--- src/cbi_defines.vh ---
// Constants for the bus cycle and interrupt control block
// Contract
// Bus cycle runs T1, T2, T3, T4 in order
// Address in T1, turnaround T2, data T3-T4; writes drive data from T2 with no turnaround
// Not ready inserts wait states before T4
// Idle states between cycles when nothing pending
// Address latch strobe in T1, minimum mode
// Three status lines encode the cycle type
// Upper status shares top address lines, T2-T4
// Segment on two bits, enable flag bit
// I/O cycles drive top four address low
// Reset held high over four clocks
// Reset aborts, ten clocks, then fetch start
// Pointer table of 256 four-byte entries
// Non-maskable pulse lasts two clocks minimum
// Non-maskable first; serviced at boundaries only
// Maskable request held until acknowledged
// Taking interrupt saves then clears enable
// Lock from T2 first to T2 second ack
// Type byte times four gives pointer address
// Interrupt return restores the enable flag
// Halt left only by interrupt or reset
// Strobes active from T2 until T4
// Memory/I-O select valid T1 through T4
// Mode pin high selects minimum mode strobes
// No cycles, passive status during reset
`ifndef CBI_DEFINES_VH
`define CBI_DEFINES_VH

// Register byte offsets
`define CBI_OFS_ADDR 8'h00
`define CBI_OFS_WDATA 8'h04
`define CBI_OFS_CTRL 8'h08
`define CBI_OFS_FLAGS 8'h0c
`define CBI_OFS_STATUS 8'h10
`define CBI_OFS_VECTOR 8'h14

// Control register fields
`define CBI_CTRL_TYPE_LSB 0
`define CBI_CTRL_SEG_LSB 3
`define CBI_CTRL_BHE_BIT 5
`define CBI_CTRL_START_BIT 8
`define CBI_CTRL_BOUND_BIT 9
`define CBI_CTRL_HALT_BIT 10
`define CBI_CTRL_INTERRUPT_RETURN_OP_BIT 11

// Cycle type codes on the three status lines
`define CBI_CYC_ACK 3'h0
`define CBI_CYC_IORD 3'h1
`define CBI_CYC_IOWR 3'h2
`define CBI_CYC_HALT 3'h3
`define CBI_CYC_FETCH 3'h4
`define CBI_CYC_MEMRD 3'h5
`define CBI_CYC_MEMWR 3'h6
`define CBI_CYC_PASSIVE 3'h7

// Segment codes
`define CBI_SEG_EXTRA 2'h0
`define CBI_SEG_STACK 2'h1
`define CBI_SEG_CODE 2'h2
`define CBI_SEG_DATA 2'h3

// Reset values and fixed numbers
`define CBI_RST_SEQ_CLKS 4'ha
`define CBI_RESET_VECTOR 20'hffff0
`define CBI_NMI_TYPE 8'h02
`define CBI_TOP_STATUS 1'h0
`define CBI_RESP_OKAY 2'h0
`define CBI_RESP_SLVERR 2'h2

`endif

--- src/cbi_sync.v ---
// Two-flop synchroniser for pin inputs
`timescale 1ns/1ps
`default_nettype none
module cbi_sync
#(
  parameter WIDTH = 1
)
(
  input wire sys_clk,
  input wire rst,
  input wire [WIDTH-1:0] din,
  output reg [WIDTH-1:0] dout
);

  reg [WIDTH-1:0] stage1;

  always @(posedge sys_clk or posedge rst)
  begin
    if (rst)
    begin
      stage1 <= {WIDTH{1'b0}};
      dout <= {WIDTH{1'b0}};
    end
    else
    begin
      stage1 <= din;
      dout <= stage1;
    end
  end

endmodule // cbi_sync
`default_nettype wire

--- src/cbi_top.v ---
// Bus cycle sequencer and interrupt control with AXI4-Lite registers
`timescale 1ns/1ps
`default_nettype none
`include "cbi_defines.vh"
module cbi_top
(
  input wire sys_clk,
  input wire rst,
  input wire [7:0] s_axi_awaddr,
  input wire s_axi_awvalid,
  output wire s_axi_awready,
  input wire [31:0] s_axi_wdata,
  input wire [3:0] s_axi_wstrb,
  input wire s_axi_wvalid,
  output wire s_axi_wready,
  output reg [1:0] s_axi_bresp,
  output reg s_axi_bvalid,
  input wire s_axi_bready,
  input wire [7:0] s_axi_araddr,
  input wire s_axi_arvalid,
  output wire s_axi_arready,
  output reg [31:0] s_axi_rdata,
  output reg [1:0] s_axi_rresp,
  output reg s_axi_rvalid,
  input wire s_axi_rready,
  input wire mode_select_pin,
  input wire bus_ready,
  input wire nmi_request,
  input wire maskable_request,
  input wire [15:0] ad_in,
  output reg [15:0] ad_out,
  output reg ad_oe,
  output reg [3:0] addr_status_hi,
  output reg high_byte_enable_n,
  output reg ale,
  output reg cycle_status_bit0,
  output reg cycle_status_bit1,
  output reg cycle_status_bit2,
  output reg mem_io_sel,
  output reg read_n,
  output reg write_n,
  output reg int_ack_strobe_n,
  output reg lock_n
);

  // ==========================================================
  // Bus states
  localparam ST_TI = 6'h01;
  localparam ST_T1 = 6'h02;
  localparam ST_T2 = 6'h04;
  localparam ST_T3 = 6'h08;
  localparam ST_TW = 6'h10;
  localparam ST_T4 = 6'h20;

  // ==========================================================
  // Pin synchronisers
  wire [3:0] pin_s;
  wire [15:0] ad_s;
  wire nmi_s = pin_s[0];
  wire mreq_s = pin_s[1];
  wire rdy_s = pin_s[2];
  wire min_mode = pin_s[3];

  cbi_sync #(.WIDTH(4)) u_pin_sync
  (
    .sys_clk(sys_clk),
    .rst(rst),
    .din({mode_select_pin, bus_ready, maskable_request, nmi_request}),
    .dout(pin_s)
  );

  // Data pins are sampled late; capture happens after T4
  cbi_sync #(.WIDTH(16)) u_ad_sync
  (
    .sys_clk(sys_clk),
    .rst(rst),
    .din(ad_in),
    .dout(ad_s)
  );

  // ==========================================================
  // State
  reg [5:0] bstate;
  reg [5:0] next_bstate;
  reg go;
  reg [2:0] cur_type;
  reg [19:0] cur_addr;
  reg [1:0] cur_seg;
  reg cur_bhe_n;
  reg [15:0] cur_wdata;
  reg ack_phase;
  reg ack_run;
  reg cap_pend;
  reg [19:0] sw_addr;
  reg [15:0] sw_wdata;
  reg [2:0] sw_type;
  reg [1:0] sw_seg;
  reg sw_bhe_n;
  reg int_en;
  reg saved_en;
  reg halted;
  reg chk;
  reg nmi_d;
  reg nmi_pend;
  reg [15:0] rd_data;
  reg [7:0] vec_type;
  reg vec_valid;
  reg [3:0] rst_cnt;
  reg boot_fetch;

  wire nmi_rise = nmi_s & ~nmi_d;
  wire rst_done = (rst_cnt == 4'h0);
  wire can_launch = (bstate == ST_TI) & ~go & ~cap_pend & rst_done;
  // type indexes 4-byte table
  wire [19:0] vec_ptr = {10'h000, vec_type, 2'b00};

  // ==========================================================
  // AXI4-Lite slave
  wire wr_take = s_axi_awvalid & s_axi_wvalid & ~s_axi_bvalid;
  wire rd_take = s_axi_arvalid & ~s_axi_rvalid;
  wire [31:0] wmask = {{8{s_axi_wstrb[3]}}, {8{s_axi_wstrb[2]}},
                       {8{s_axi_wstrb[1]}}, {8{s_axi_wstrb[0]}}};
  wire wr_ctrl = wr_take & (s_axi_awaddr == `CBI_OFS_CTRL);
  wire wr_low = wr_ctrl & s_axi_wstrb[0];
  wire wr_cmd = wr_ctrl & s_axi_wstrb[1];
  wire cmd_start = wr_cmd & s_axi_wdata[`CBI_CTRL_START_BIT];
  wire cmd_bound = wr_cmd & s_axi_wdata[`CBI_CTRL_BOUND_BIT];
  wire cmd_halt = wr_cmd & s_axi_wdata[`CBI_CTRL_HALT_BIT];
  wire cmd_interrupt_return_op = wr_cmd & s_axi_wdata[`CBI_CTRL_INTERRUPT_RETURN_OP_BIT];
  wire [2:0] new_type = wr_low ? s_axi_wdata[2:0] : sw_type;
  wire [1:0] new_seg = wr_low ? s_axi_wdata[4:3] : sw_seg;
  wire new_bhe_n = wr_low ? s_axi_wdata[`CBI_CTRL_BHE_BIT] : sw_bhe_n;
  wire [31:0] addr_word = ({12'h000, sw_addr} & ~wmask)
                          | (s_axi_wdata & wmask);
  wire [31:0] wdat_word = ({16'h0000, sw_wdata} & ~wmask)
                          | (s_axi_wdata & wmask);
  wire wr_map = (s_axi_awaddr == `CBI_OFS_ADDR)
                | (s_axi_awaddr == `CBI_OFS_WDATA)
                | (s_axi_awaddr == `CBI_OFS_CTRL)
                | (s_axi_awaddr == `CBI_OFS_FLAGS);

  assign s_axi_awready = wr_take;
  assign s_axi_wready = wr_take;
  assign s_axi_arready = rd_take;

  reg [31:0] rd_mux;
  reg rd_hit;

  always @*
  begin
    rd_hit = 1'b1;
    case (s_axi_araddr)
      `CBI_OFS_ADDR: rd_mux = {12'h000, sw_addr};
      `CBI_OFS_WDATA: rd_mux = {16'h0000, sw_wdata};
      `CBI_OFS_CTRL: rd_mux = {26'h0000000, sw_bhe_n, sw_seg, sw_type};
      `CBI_OFS_FLAGS: rd_mux = {30'h00000000, saved_en, int_en};
      // Busy until the boot fetch has been launched
      `CBI_OFS_STATUS: rd_mux = {rd_data, 10'h000, ~lock_n, vec_valid,
                                 nmi_pend, ~rst_done, halted,
                                 ~can_launch | boot_fetch};
      `CBI_OFS_VECTOR: rd_mux = {vec_type, 4'h0, vec_ptr};
      default:
      begin
        rd_mux = 32'h00000000;
        rd_hit = 1'b0;
      end
    endcase
  end

  always @(posedge sys_clk or posedge rst)
  begin
    if (rst)
    begin
      s_axi_bvalid <= 1'b0;
      s_axi_bresp <= `CBI_RESP_OKAY;
      s_axi_rvalid <= 1'b0;
      s_axi_rresp <= `CBI_RESP_OKAY;
      s_axi_rdata <= 32'h00000000;
    end
    else
    begin
      if (s_axi_bvalid & s_axi_bready)
        s_axi_bvalid <= 1'b0;
      if (wr_take)
      begin
        s_axi_bvalid <= 1'b1;
        s_axi_bresp <= wr_map ? `CBI_RESP_OKAY : `CBI_RESP_SLVERR;
      end
      if (s_axi_rvalid & s_axi_rready)
        s_axi_rvalid <= 1'b0;
      if (rd_take)
      begin
        s_axi_rvalid <= 1'b1;
        s_axi_rdata <= rd_mux;
        s_axi_rresp <= rd_hit ? `CBI_RESP_OKAY : `CBI_RESP_SLVERR;
      end
    end
  end

  // ==========================================================
  // Control, interrupts and cycle launch
  always @(posedge sys_clk or posedge rst)
  begin
    if (rst)
    begin
      go <= 1'b0;
      cur_type <= `CBI_CYC_PASSIVE;
      cur_addr <= 20'h00000;
      cur_seg <= `CBI_SEG_CODE;
      cur_bhe_n <= 1'b1;
      cur_wdata <= 16'h0000;
      ack_phase <= 1'b0;
      ack_run <= 1'b0;
      cap_pend <= 1'b0;
      sw_addr <= 20'h00000;
      sw_wdata <= 16'h0000;
      sw_type <= `CBI_CYC_PASSIVE;
      sw_seg <= `CBI_SEG_CODE;
      sw_bhe_n <= 1'b1;
      int_en <= 1'b0;
      saved_en <= 1'b0;
      halted <= 1'b0;
      chk <= 1'b0;
      nmi_d <= 1'b0;
      nmi_pend <= 1'b0;
      rd_data <= 16'h0000;
      vec_type <= 8'h00;
      vec_valid <= 1'b0;
      // Abort and restart the internal sequence
      // reset aborts all
      rst_cnt <= `CBI_RST_SEQ_CLKS;
      boot_fetch <= 1'b1;
    end
    else
    begin
      go <= 1'b0;
      nmi_d <= nmi_s;
      if (!rst_done)
        rst_cnt <= rst_cnt - 4'h1;
      cap_pend <= (bstate == ST_T4);
      if (wr_take & (s_axi_awaddr == `CBI_OFS_ADDR))
        sw_addr <= addr_word[19:0];
      if (wr_take & (s_axi_awaddr == `CBI_OFS_WDATA))
        sw_wdata <= wdat_word[15:0];
      if (wr_take & (s_axi_awaddr == `CBI_OFS_FLAGS) & s_axi_wstrb[0])
        int_en <= s_axi_wdata[0];
      sw_type <= new_type;
      sw_seg <= new_seg;
      sw_bhe_n <= new_bhe_n;
      // return restores enable
      if (cmd_interrupt_return_op)
        int_en <= saved_en;
      if (cmd_bound)
        chk <= 1'b1;
      if (cmd_halt & can_launch & ~ack_run)
        halted <= 1'b1;
      if (cap_pend)
      begin
        if (cur_type == `CBI_CYC_ACK)
        begin
          if (ack_phase)
          begin
            // type byte captured
            vec_type <= ad_s[7:0];
            vec_valid <= 1'b1;
            ack_run <= 1'b0;
            ack_phase <= 1'b0;
          end
          else
          begin
            ack_phase <= 1'b1;
            go <= 1'b1;
          end
        end
        else
          rd_data <= ad_s;
      end
      if (can_launch & ~ack_run)
      begin
        // fetch from start address
        if (boot_fetch)
        begin
          boot_fetch <= 1'b0;
          go <= 1'b1;
          cur_type <= `CBI_CYC_FETCH;
          cur_addr <= `CBI_RESET_VECTOR;
          cur_seg <= `CBI_SEG_CODE;
          cur_bhe_n <= 1'b0;
        end
        // checked at boundary only
        else if (chk | halted)
        begin
          chk <= 1'b0;
          // non-maskable wins
          if (nmi_pend)
          begin
            nmi_pend <= 1'b0;
            halted <= 1'b0;
            // save then clear enable
            saved_en <= int_en;
            int_en <= 1'b0;
            vec_type <= `CBI_NMI_TYPE;
            vec_valid <= 1'b1;
          end
          // level request, masked by flag
          else if (mreq_s & int_en)
          begin
            halted <= 1'b0;
            saved_en <= int_en;
            int_en <= 1'b0;
            vec_valid <= 1'b0;
            ack_run <= 1'b1;
            go <= 1'b1;
            cur_type <= `CBI_CYC_ACK;
            cur_addr <= 20'h00000;
            cur_bhe_n <= 1'b0;
          end
        end
        // halted refuses new cycles
        else if (cmd_start & ~halted)
        begin
          go <= 1'b1;
          cur_type <= new_type;
          cur_seg <= new_seg;
          cur_bhe_n <= new_bhe_n;
          cur_wdata <= sw_wdata;
          // I/O forces top lines low
          if (new_type == `CBI_CYC_IORD || new_type == `CBI_CYC_IOWR)
            cur_addr <= {4'h0, sw_addr[15:0]};
          else
            cur_addr <= sw_addr;
        end
      end
      // Edge seen in the clear cycle is kept
      // edge on synchronised pin
      if (nmi_rise)
        nmi_pend <= 1'b1;
    end
  end

  // ==========================================================
  // Bus sequencer
  always @*
  begin
    case (bstate)
      // idle until a cycle is launched
      ST_TI: next_bstate = go ? ST_T1 : ST_TI;
      // fixed order of states
      ST_T1: next_bstate = ST_T2;
      ST_T2: next_bstate = ST_T3;
      // wait while not ready
      ST_T3: next_bstate = rdy_s ? ST_T4 : ST_TW;
      ST_TW: next_bstate = rdy_s ? ST_T4 : ST_TW;
      ST_T4: next_bstate = ST_TI;
      default: next_bstate = ST_TI;
    endcase
  end

  wire in_cyc = (next_bstate != ST_TI);
  wire n_t1 = (next_bstate == ST_T1);
  wire n_t2 = (next_bstate == ST_T2);
  wire n_t4 = (next_bstate == ST_T4);
  wire n_strobe = in_cyc & ~n_t1 & ~n_t4;
  wire cyc_wr = (cur_type == `CBI_CYC_IOWR) | (cur_type == `CBI_CYC_MEMWR);
  wire cyc_ack = (cur_type == `CBI_CYC_ACK);

  // Pins follow the next state so that they come from flops
  always @(posedge sys_clk or posedge rst)
  begin
    if (rst)
    begin
      bstate <= ST_TI;
      ad_out <= 16'h0000;
      ad_oe <= 1'b0;
      addr_status_hi <= 4'h0;
      high_byte_enable_n <= 1'b1;
      ale <= 1'b0;
      // passive while in reset
      cycle_status_bit0 <= 1'b1;
      cycle_status_bit1 <= 1'b1;
      cycle_status_bit2 <= 1'b1;
      mem_io_sel <= 1'b1;
      read_n <= 1'b1;
      write_n <= 1'b1;
      int_ack_strobe_n <= 1'b1;
      lock_n <= 1'b1;
    end
    else
    begin
      bstate <= next_bstate;
      // strobe in T1, minimum mode
      // bus controller makes it otherwise
      ale <= n_t1 & min_mode;
      // address T1, then data; writes drive it from T2, reads float T2
      ad_out <= n_t1 ? cur_addr[15:0] : cur_wdata;
      ad_oe <= n_t1 | (in_cyc & cyc_wr);
      // address in T1, status T2-T4
      // segment and enable flag
      addr_status_hi <= n_t1 ? cur_addr[19:16]
                      : {`CBI_TOP_STATUS, int_en, cur_seg};
      high_byte_enable_n <= n_t1 ? cur_bhe_n : `CBI_TOP_STATUS;
      // type code until T4
      {cycle_status_bit2, cycle_status_bit1, cycle_status_bit0} <=
        (in_cyc & ~n_t4) ? cur_type : `CBI_CYC_PASSIVE;
      // select held T1 through T4
      if (n_t1)
        mem_io_sel <= cur_type[2];
      // strobes from T2 to T4
      read_n <= ~(n_strobe & min_mode & ~cyc_wr & ~cyc_ack);
      write_n <= ~(n_strobe & min_mode & cyc_wr);
      int_ack_strobe_n <= ~(n_strobe & min_mode & cyc_ack);
      // lock spans the two acks
      if (n_t2 & (bstate == ST_T1) & cyc_ack)
        lock_n <= ack_phase;
    end
  end

endmodule // cbi_top
`default_nettype wire

--- config.mk ---
export PLATFORM = sky130hd
export DESIGN_NAME = cbi_top
export DESIGN_NICKNAME = d
export VERILOG_FILES = /design/src/cbi_sync.v /design/src/cbi_top.v
export VERILOG_INCLUDE_DIRS = /design/src
export SDC_FILE = /design/constraint.sdc
export NUM_CORES = 1
export LEC_CHECK = 0
export BUFFER_PORTS_ARGS = -buffer_cell sky130_fd_sc_hd__buf_2
export CORE_MARGIN = 1.5
export CORE_UTILIZATION = 25
export DETAILED_ROUTE_END_ITERATION = 12
export GPL_ROUTABILITY_DRIVEN = 0
export HOLD_SLACK_MARGIN = 0.06
export PLACE_DENSITY_LB_ADDON = 0.08
export SLEW_MARGIN = 15
export SYNTH_ARGS = -nofsm -noshare
export SYNTH_HDL_FRONTEND = slang
export SYNTH_SLANG_ARGS = --single-unit
--- constraint.sdc ---
create_clock -name sys_clk -period 23 [get_ports sys_clk]
set_input_delay 2.3 -clock sys_clk [delete_from_list [all_inputs] [get_ports sys_clk]]
set_output_delay 2.3 -clock sys_clk [all_outputs]
set_load 0.03 [all_outputs]
After elaboration in Yosys (flattened, before gate mapping)
Index checks and enable logic that the tools add are counted.
{ "word_totals": {"out_inout_bits": 72, "ff_bits": 239, "input_bits": 79} }
{ "op_classes": {"n_bitwise": 69, "n_eq_ne": 26, "reduce_logical": 21, "n_addsub": 1, "mux": 92} }
{ "ops": {"columns": ["op", "n"], "rows": [
  ["$pmux W32 S6", 1],
  ["$mux W20", 6],
  ["$mux W1", 60],
  ["$mux W8", 7],
  ["$and A20 B20 Y20", 2],
  ["$and A1 B1 Y1", 37],
  ["$eq A8 B4 Y1 const B", 4],
  ["$pmux W6 S4", 1],
  ["$mux W3", 7],
  ["$not A20 Y20", 1],
  ["$or A20 B20 Y20", 1],
  ["$not A1 Y1", 19],
  ["$and A16 B16 Y16", 1],
  ["$eq A8 B3 Y1 const B", 2],
  ["$eq A8 B5 Y1 const B", 2],
  ["$logic_not A8 Y1", 2],
  ["$mux W16", 1],
  ["$or A16 B16 Y16", 1],
  ["$mux W2", 7],
  ["$eq A6 B2 Y1 const B", 2],
  ["$eq A6 B3 Y1 const B", 2],
  ["$eq A6 B6 Y1 const B", 2],
  ["$reduce_and A4 Y1", 3],
  ["$reduce_bool A2 Y1", 6],
  ["23 further kinds", 32]
]} }

Longest topological paths before layout
{ "depth": {"word_depth": 13, "depth_mapped": 8, "ltp_nobuf": 6} }

By module
A second synthesis with hierarchy kept.
{ "hier_totals": {"hier_cells": 763, "area_unflattened_um2": 9441.6} }
{ "by_module_without_submodules": {"columns": ["mod", "n_inst", "cells_per_inst", "area_each_um2"], "rows": [
  ["cbi_top", 1, 721, 8433.1],
  ["cbi_sync (u_ad_sync)", 1, 33, 804.5],
  ["cbi_sync (u_pin_sync)", 1, 9, 203.9]
]} }

Least setup slack after synthesis
OpenSTA, ideal clock, no wires.
{ "synth_path": {"path_kind": "input-to-output", "start": "in s_axi_awvalid", "end": "out s_axi_wready", "t_arrival_ns": 2.990, "stages": 3, "slack_ns": 17.710, "path_buffers": 1, "required_ns": 20.700, "cell_sequence": "nand3b_2 inv_1 buf_4"} }
{ "synth_via": {"elab_chain_cells": 2} }
{ "synth_lines": {"columns": ["element", "line_no", "rtl"], "rows": [
  ["from (decl)", "cbi_top.v:10", "input wire s_axi_awvalid,"],
  ["$and A1 B1 Y1 (2 in a row)", "cbi_top.v:119", "wire wr_take = s_axi_awvalid & s_axi_wvalid & ~s_axi_bvalid;"],
  ["to (decl)", "cbi_top.v:15", "output wire s_axi_wready,"]
]} }
No other way between the ends.

Final worst setup path
{ "layout_path": {"start": "in s_axi_arvalid", "end": "out s_axi_arready"} }
{ "layout_via": {"elab_chain_cells": 1} }
{ "layout_lines": {"columns": ["element", "line_no", "rtl"], "rows": [
  ["from (decl)", "cbi_top.v:20", "input wire s_axi_arvalid,"],
  ["$and A1 B1 Y1", "cbi_top.v:120", "wire rd_take = s_axi_arvalid & ~s_axi_rvalid;"],
  ["to (decl)", "cbi_top.v:21", "output wire s_axi_arready,"]
]} }
No other way between the ends.

==> flow_results.xml <==
<?xml version="1.0" encoding="UTF-8"?>
<metrics>
  <group name="critical_path">
    <metric name="rr_endpoint" unit="">cur_wdata[0]</metric>
    <metric name="critical_path_cell_count" unit="">5</metric>
    <metric name="critical_path.startpoint_type" unit="">input pin</metric>
    <metric name="critical_path.most_common_cell" unit="">buf_2</metric>
    <metric name="worst_path_dominant_cell_family" unit="">buffers and inverters</metric>
    <metric name="critPathSlowestCell" unit="">clkinv_1</metric>
    <metric name="critical_path_end" unit="">s_axi_arready</metric>
    <metric name="worstPathBufferInverterCount" unit="">4</metric>
    <metric name="cp_cell_sequence" unit="">buf_2 -&gt; nand2_1 -&gt; buf_4 -&gt; clkinv_1 -&gt; buf_2</metric>
    <metric name="crit_path_start" unit="">s_axi_arvalid</metric>
    <metric name="worst_r2r_startpoint" unit="">rst_cnt[0]</metric>
    <metric name="worst_setup_path_end_kind" unit="">output port</metric>
    <metric name="arrival" unit="ns">3.56</metric>
    <metric name="timing.critical_path.slowest_cell_delay" unit="ns">0.41</metric>
    <metric name="timing_worst_setup_path_type" unit="">input pin to output port</metric>
    <metric name="reg2reg_slack" unit="ns">20.11</metric>
    <metric name="crit_required" unit="ns">20.70</metric>
    <metric name="path_max_fanout" unit="">38</metric>
    <metric name="register_to_register_path_depth" unit="">7</metric>
  </group>
  <group name="final_layout">
    <metric name="finalNetCount" unit="">1028</metric>
    <metric name="area_growth_syn_to_layout" unit="%">21.0</metric>
    <metric name="layout_cell_share_with_drive_strength_beyond_1" unit="">0.325</metric>
  </group>
  <group name="floorplan">
    <metric name="die_h" unit="µm">202</metric>
    <metric name="fp.dieArea" unit="µm²">40900</metric>
    <metric name="core_area" unit="µm²">38900</metric>
    <metric name="initial_core_util" unit="">0.255</metric>
    <metric name="chipWidth" unit="µm">202</metric>
    <metric name="io_pins" unit="">151</metric>
    <metric name="core.rowCount" unit="">72</metric>
  </group>
  <group name="clock_network">
    <metric name="tritoncts" unit="">yes</metric>
    <metric name="clk_pin_slew_worst_paths" unit="ns">0.06</metric>
    <metric name="clockRootBuffer" unit="">clkbuf_16</metric>
    <metric name="cts_inserted_buffers" unit="">29</metric>
    <metric name="clockBufferDepth" unit="">3</metric>
    <metric name="htree_levels" unit="">1</metric>
    <metric name="postCtsResizedCells" unit="">0</metric>
    <metric name="ctsHoldBuffers" unit="">0</metric>
    <metric name="cts.sinks" unit="">237</metric>
    <metric name="clock_latency" unit="ns">0.58</metric>
    <metric name="postCtsSetupRepairBufs" unit="">0</metric>
  </group>
  <group name="synthesis">
    <metric name="ys_async_sr_fraction" unit="">1.00</metric>
    <metric name="yosysUniqueCellTypes" unit="">66</metric>
    <metric name="synth-seq-area-share" unit="">0.601</metric>
    <metric name="postSynthRegisterBits" unit="">237</metric>
    <metric name="avgSynthCellArea" unit="µm²">12.1</metric>
    <metric name="most_repeated_cell_in_the_gate_level_netlist_after_synthesis" unit="">dfrtp_1</metric>
    <metric name="synth_top_cell_by_area" unit="">dfrtp_1</metric>
    <metric name="post_synth_most_frequent_cells" unit="">214 x dfrtp_1, 103 x nand2_1, 77 x mux2_2</metric>
    <metric name="synth_top_cells_by_area" unit="">dfrtp_1 54%, mux2_2 8.7%, dfstp_2 6.1%</metric>
    <metric name="number_of_enable_flip_flop_cells_after_synthesis" unit="">0</metric>
    <metric name="postSynth.topFlopCell" unit="">dfrtp_1</metric>
    <metric name="yosys_warnings" unit="">0</metric>
    <metric name="syn_area" unit="µm²">9910</metric>
    <metric name="synth_top_area_share" unit="">0.540</metric>
    <metric name="post_syn_instances" unit="">820</metric>
  </group>
  <group name="routing">
    <metric name="route.vias.total" unit="">6739</metric>
    <metric name="final_antenna_net_count" unit="">0</metric>
    <metric name="drt_wl_cell" unit="µm">20.1</metric>
    <metric name="drt-pass1-iter-count" unit="">5</metric>
    <metric name="detail_route.wirelength" unit="mm">29.9</metric>
    <metric name="drt_drc_violations_left" unit="">0</metric>
    <metric name="drt_first_iter_violations" unit="">379</metric>
    <metric name="post_drt_via_cell_ratio" unit="">4.52</metric>
  </group>
  <group name="sta">
    <metric name="timing.clock.skew" unit="ns">0.0252</metric>
    <metric name="maxClockFrequency" unit="GHz">0.171</metric>
    <metric name="slew_headroom" unit="">0.302</metric>
    <metric name="rsz_0062_raised_after_global_routing" unit="">false</metric>
    <metric name="holdWs" unit="ns">0.336</metric>
    <metric name="final-setup-viol-count" unit="">0</metric>
    <metric name="final-max-slew-violation-count" unit="">0</metric>
    <metric name="worst_pin_slew" unit="ns">1.04</metric>
    <metric name="final.min_clock_period" unit="ns">5.86</metric>
    <metric name="fin_setup_tns" unit="ns">0</metric>
    <metric name="fin_crit_sh" unit="">0.255</metric>
    <metric name="final_hold_viol_count" unit="">0</metric>
  </group>
  <group name="grt">
    <metric name="grt_first_pass_wirelength" unit="mm">45.6</metric>
    <metric name="grt_pass1_vias" unit="">6941</metric>
    <metric name="grt_antenna_before_repair" unit="">6</metric>
    <metric name="maximum_number_of_pins_on_one_net_before_global_route_repair" unit="">114</metric>
    <metric name="grt_overflow_total" unit="">0</metric>
    <metric name="grt_use_total" unit="">0.149</metric>
  </group>
  <group name="power">
    <metric name="powerDensity" unit="nW/µm²">76.9</metric>
    <metric name="power.static_leakage" unit="nW">5.96</metric>
    <metric name="ir_worst_vdd" unit="mV">0.0521</metric>
  </group>
  <group name="hold_path">
    <metric name="hold-path-cell-count" unit="">0</metric>
    <metric name="hp-class" unit="">flop to flop</metric>
  </group>
  <group name="placement">
    <metric name="dpl.hpwl" unit="mm">20.4</metric>
    <metric name="port_buffers" unit="">135</metric>
  </group>
  <group name="run">
    <metric name="maxCapViolCount" unit="">0</metric>
  </group>
  <group name="outcome">
    <metric name="run_status" unit="">finished, final reports clean</metric>
  </group>
</metrics>
## metrics by stage
step | util | std cells | setup WS (ns) | power (mW) | area [µm²]
final | 0.308 | 1490 | 17.14 | 0.922 | 12000
after global routing | 0.308 | 1488 | 17.01 | 0.964 | 12000
after CTS | 0.308 | 1488 | 17.09 | 0.943 | 12000
after detailed placement | 0.284 | 1434 | 17.09 | 0.480 | 11100
after global placement | 0.284 | 1434 | 17.08 | 0.480 | 11100
after floorplan | - | 821 | 14.24 | 0.460 | 9920
## final cells by class
class	instances	area (µm²)
antenna	2	5.00
clock inverter	6	72.6
inverter	25	101
multi-input combinational	510	3600
sequential	237	5960
timing repair buffer	144	743
fill	4095	26900
clock buffer	48	867
tap	518	648
## worst min-delay path by stage
stage | startpoint | endpoint | slack [ns]
3_5_place_dp | u_ad_sync.stage1[13] | u_ad_sync.dout[13] | 0.33
3_3_place_gp | u_ad_sync.stage1[7] | u_ad_sync.dout[7] | 0.33
6_report | u_ad_sync.stage1[13] | u_ad_sync.dout[13] | 0.34
5_1_grt | u_ad_sync.stage1[13] | u_ad_sync.dout[13] | 0.34
2_1_floorplan | u_ad_sync.stage1[0] | u_ad_sync.dout[0] | 0.33
4_1_cts | u_ad_sync.stage1[13] | u_ad_sync.dout[13] | 0.34
## per-layer routing
layer  global-route usage  routed length, µm  vias to the layer above  part of all wire
li1                     -                  -                     3157                 -
met1                0.209              14100                     3390              0.47
met2                0.232              13700                      149              0.46
met3               0.0302               1550                       39             0.052
met4               0.0399                583                        4             0.019
met5                    0                 27                        -           0.00090
## placed cells by master (no fill, tap or decap), types with 12 or more instances in the layout
cell	n
dfstp_2	23
nor2_1	38
clkbuf_1	12
mux2i_1	39
buf_2	135
nand2_1	103
nor4_1	18
a21oi_1	34
o211a_1	14
mux2_2	77
dfrtp_1	214
clkbuf_16	29
nor3_1	21
o21ai_0	31
inv_1	22
## cell families after synthesis
kind of cell | count (synthesis) | share of synthesized area
mux | 120 | 0.136
flops | 237 | 0.601
compound gates | 129 | 0.0886
xor+xnor | 7 | 0.00618
other cells | 1 | 0.000378
buf+inv | 74 | 0.0365
simple gates | 250 | 0.129
fa+ha+maj | 2 | 0.00252
## report_power, final
part	leakage (nW)	internal (mW)	switching [mW]
Combinational	2.41	0.0125	0.0282
Clock	0.458	0.268	0.183
Sequential	3.10	0.425	0.00560
Power figures use the tool's default switching activity.
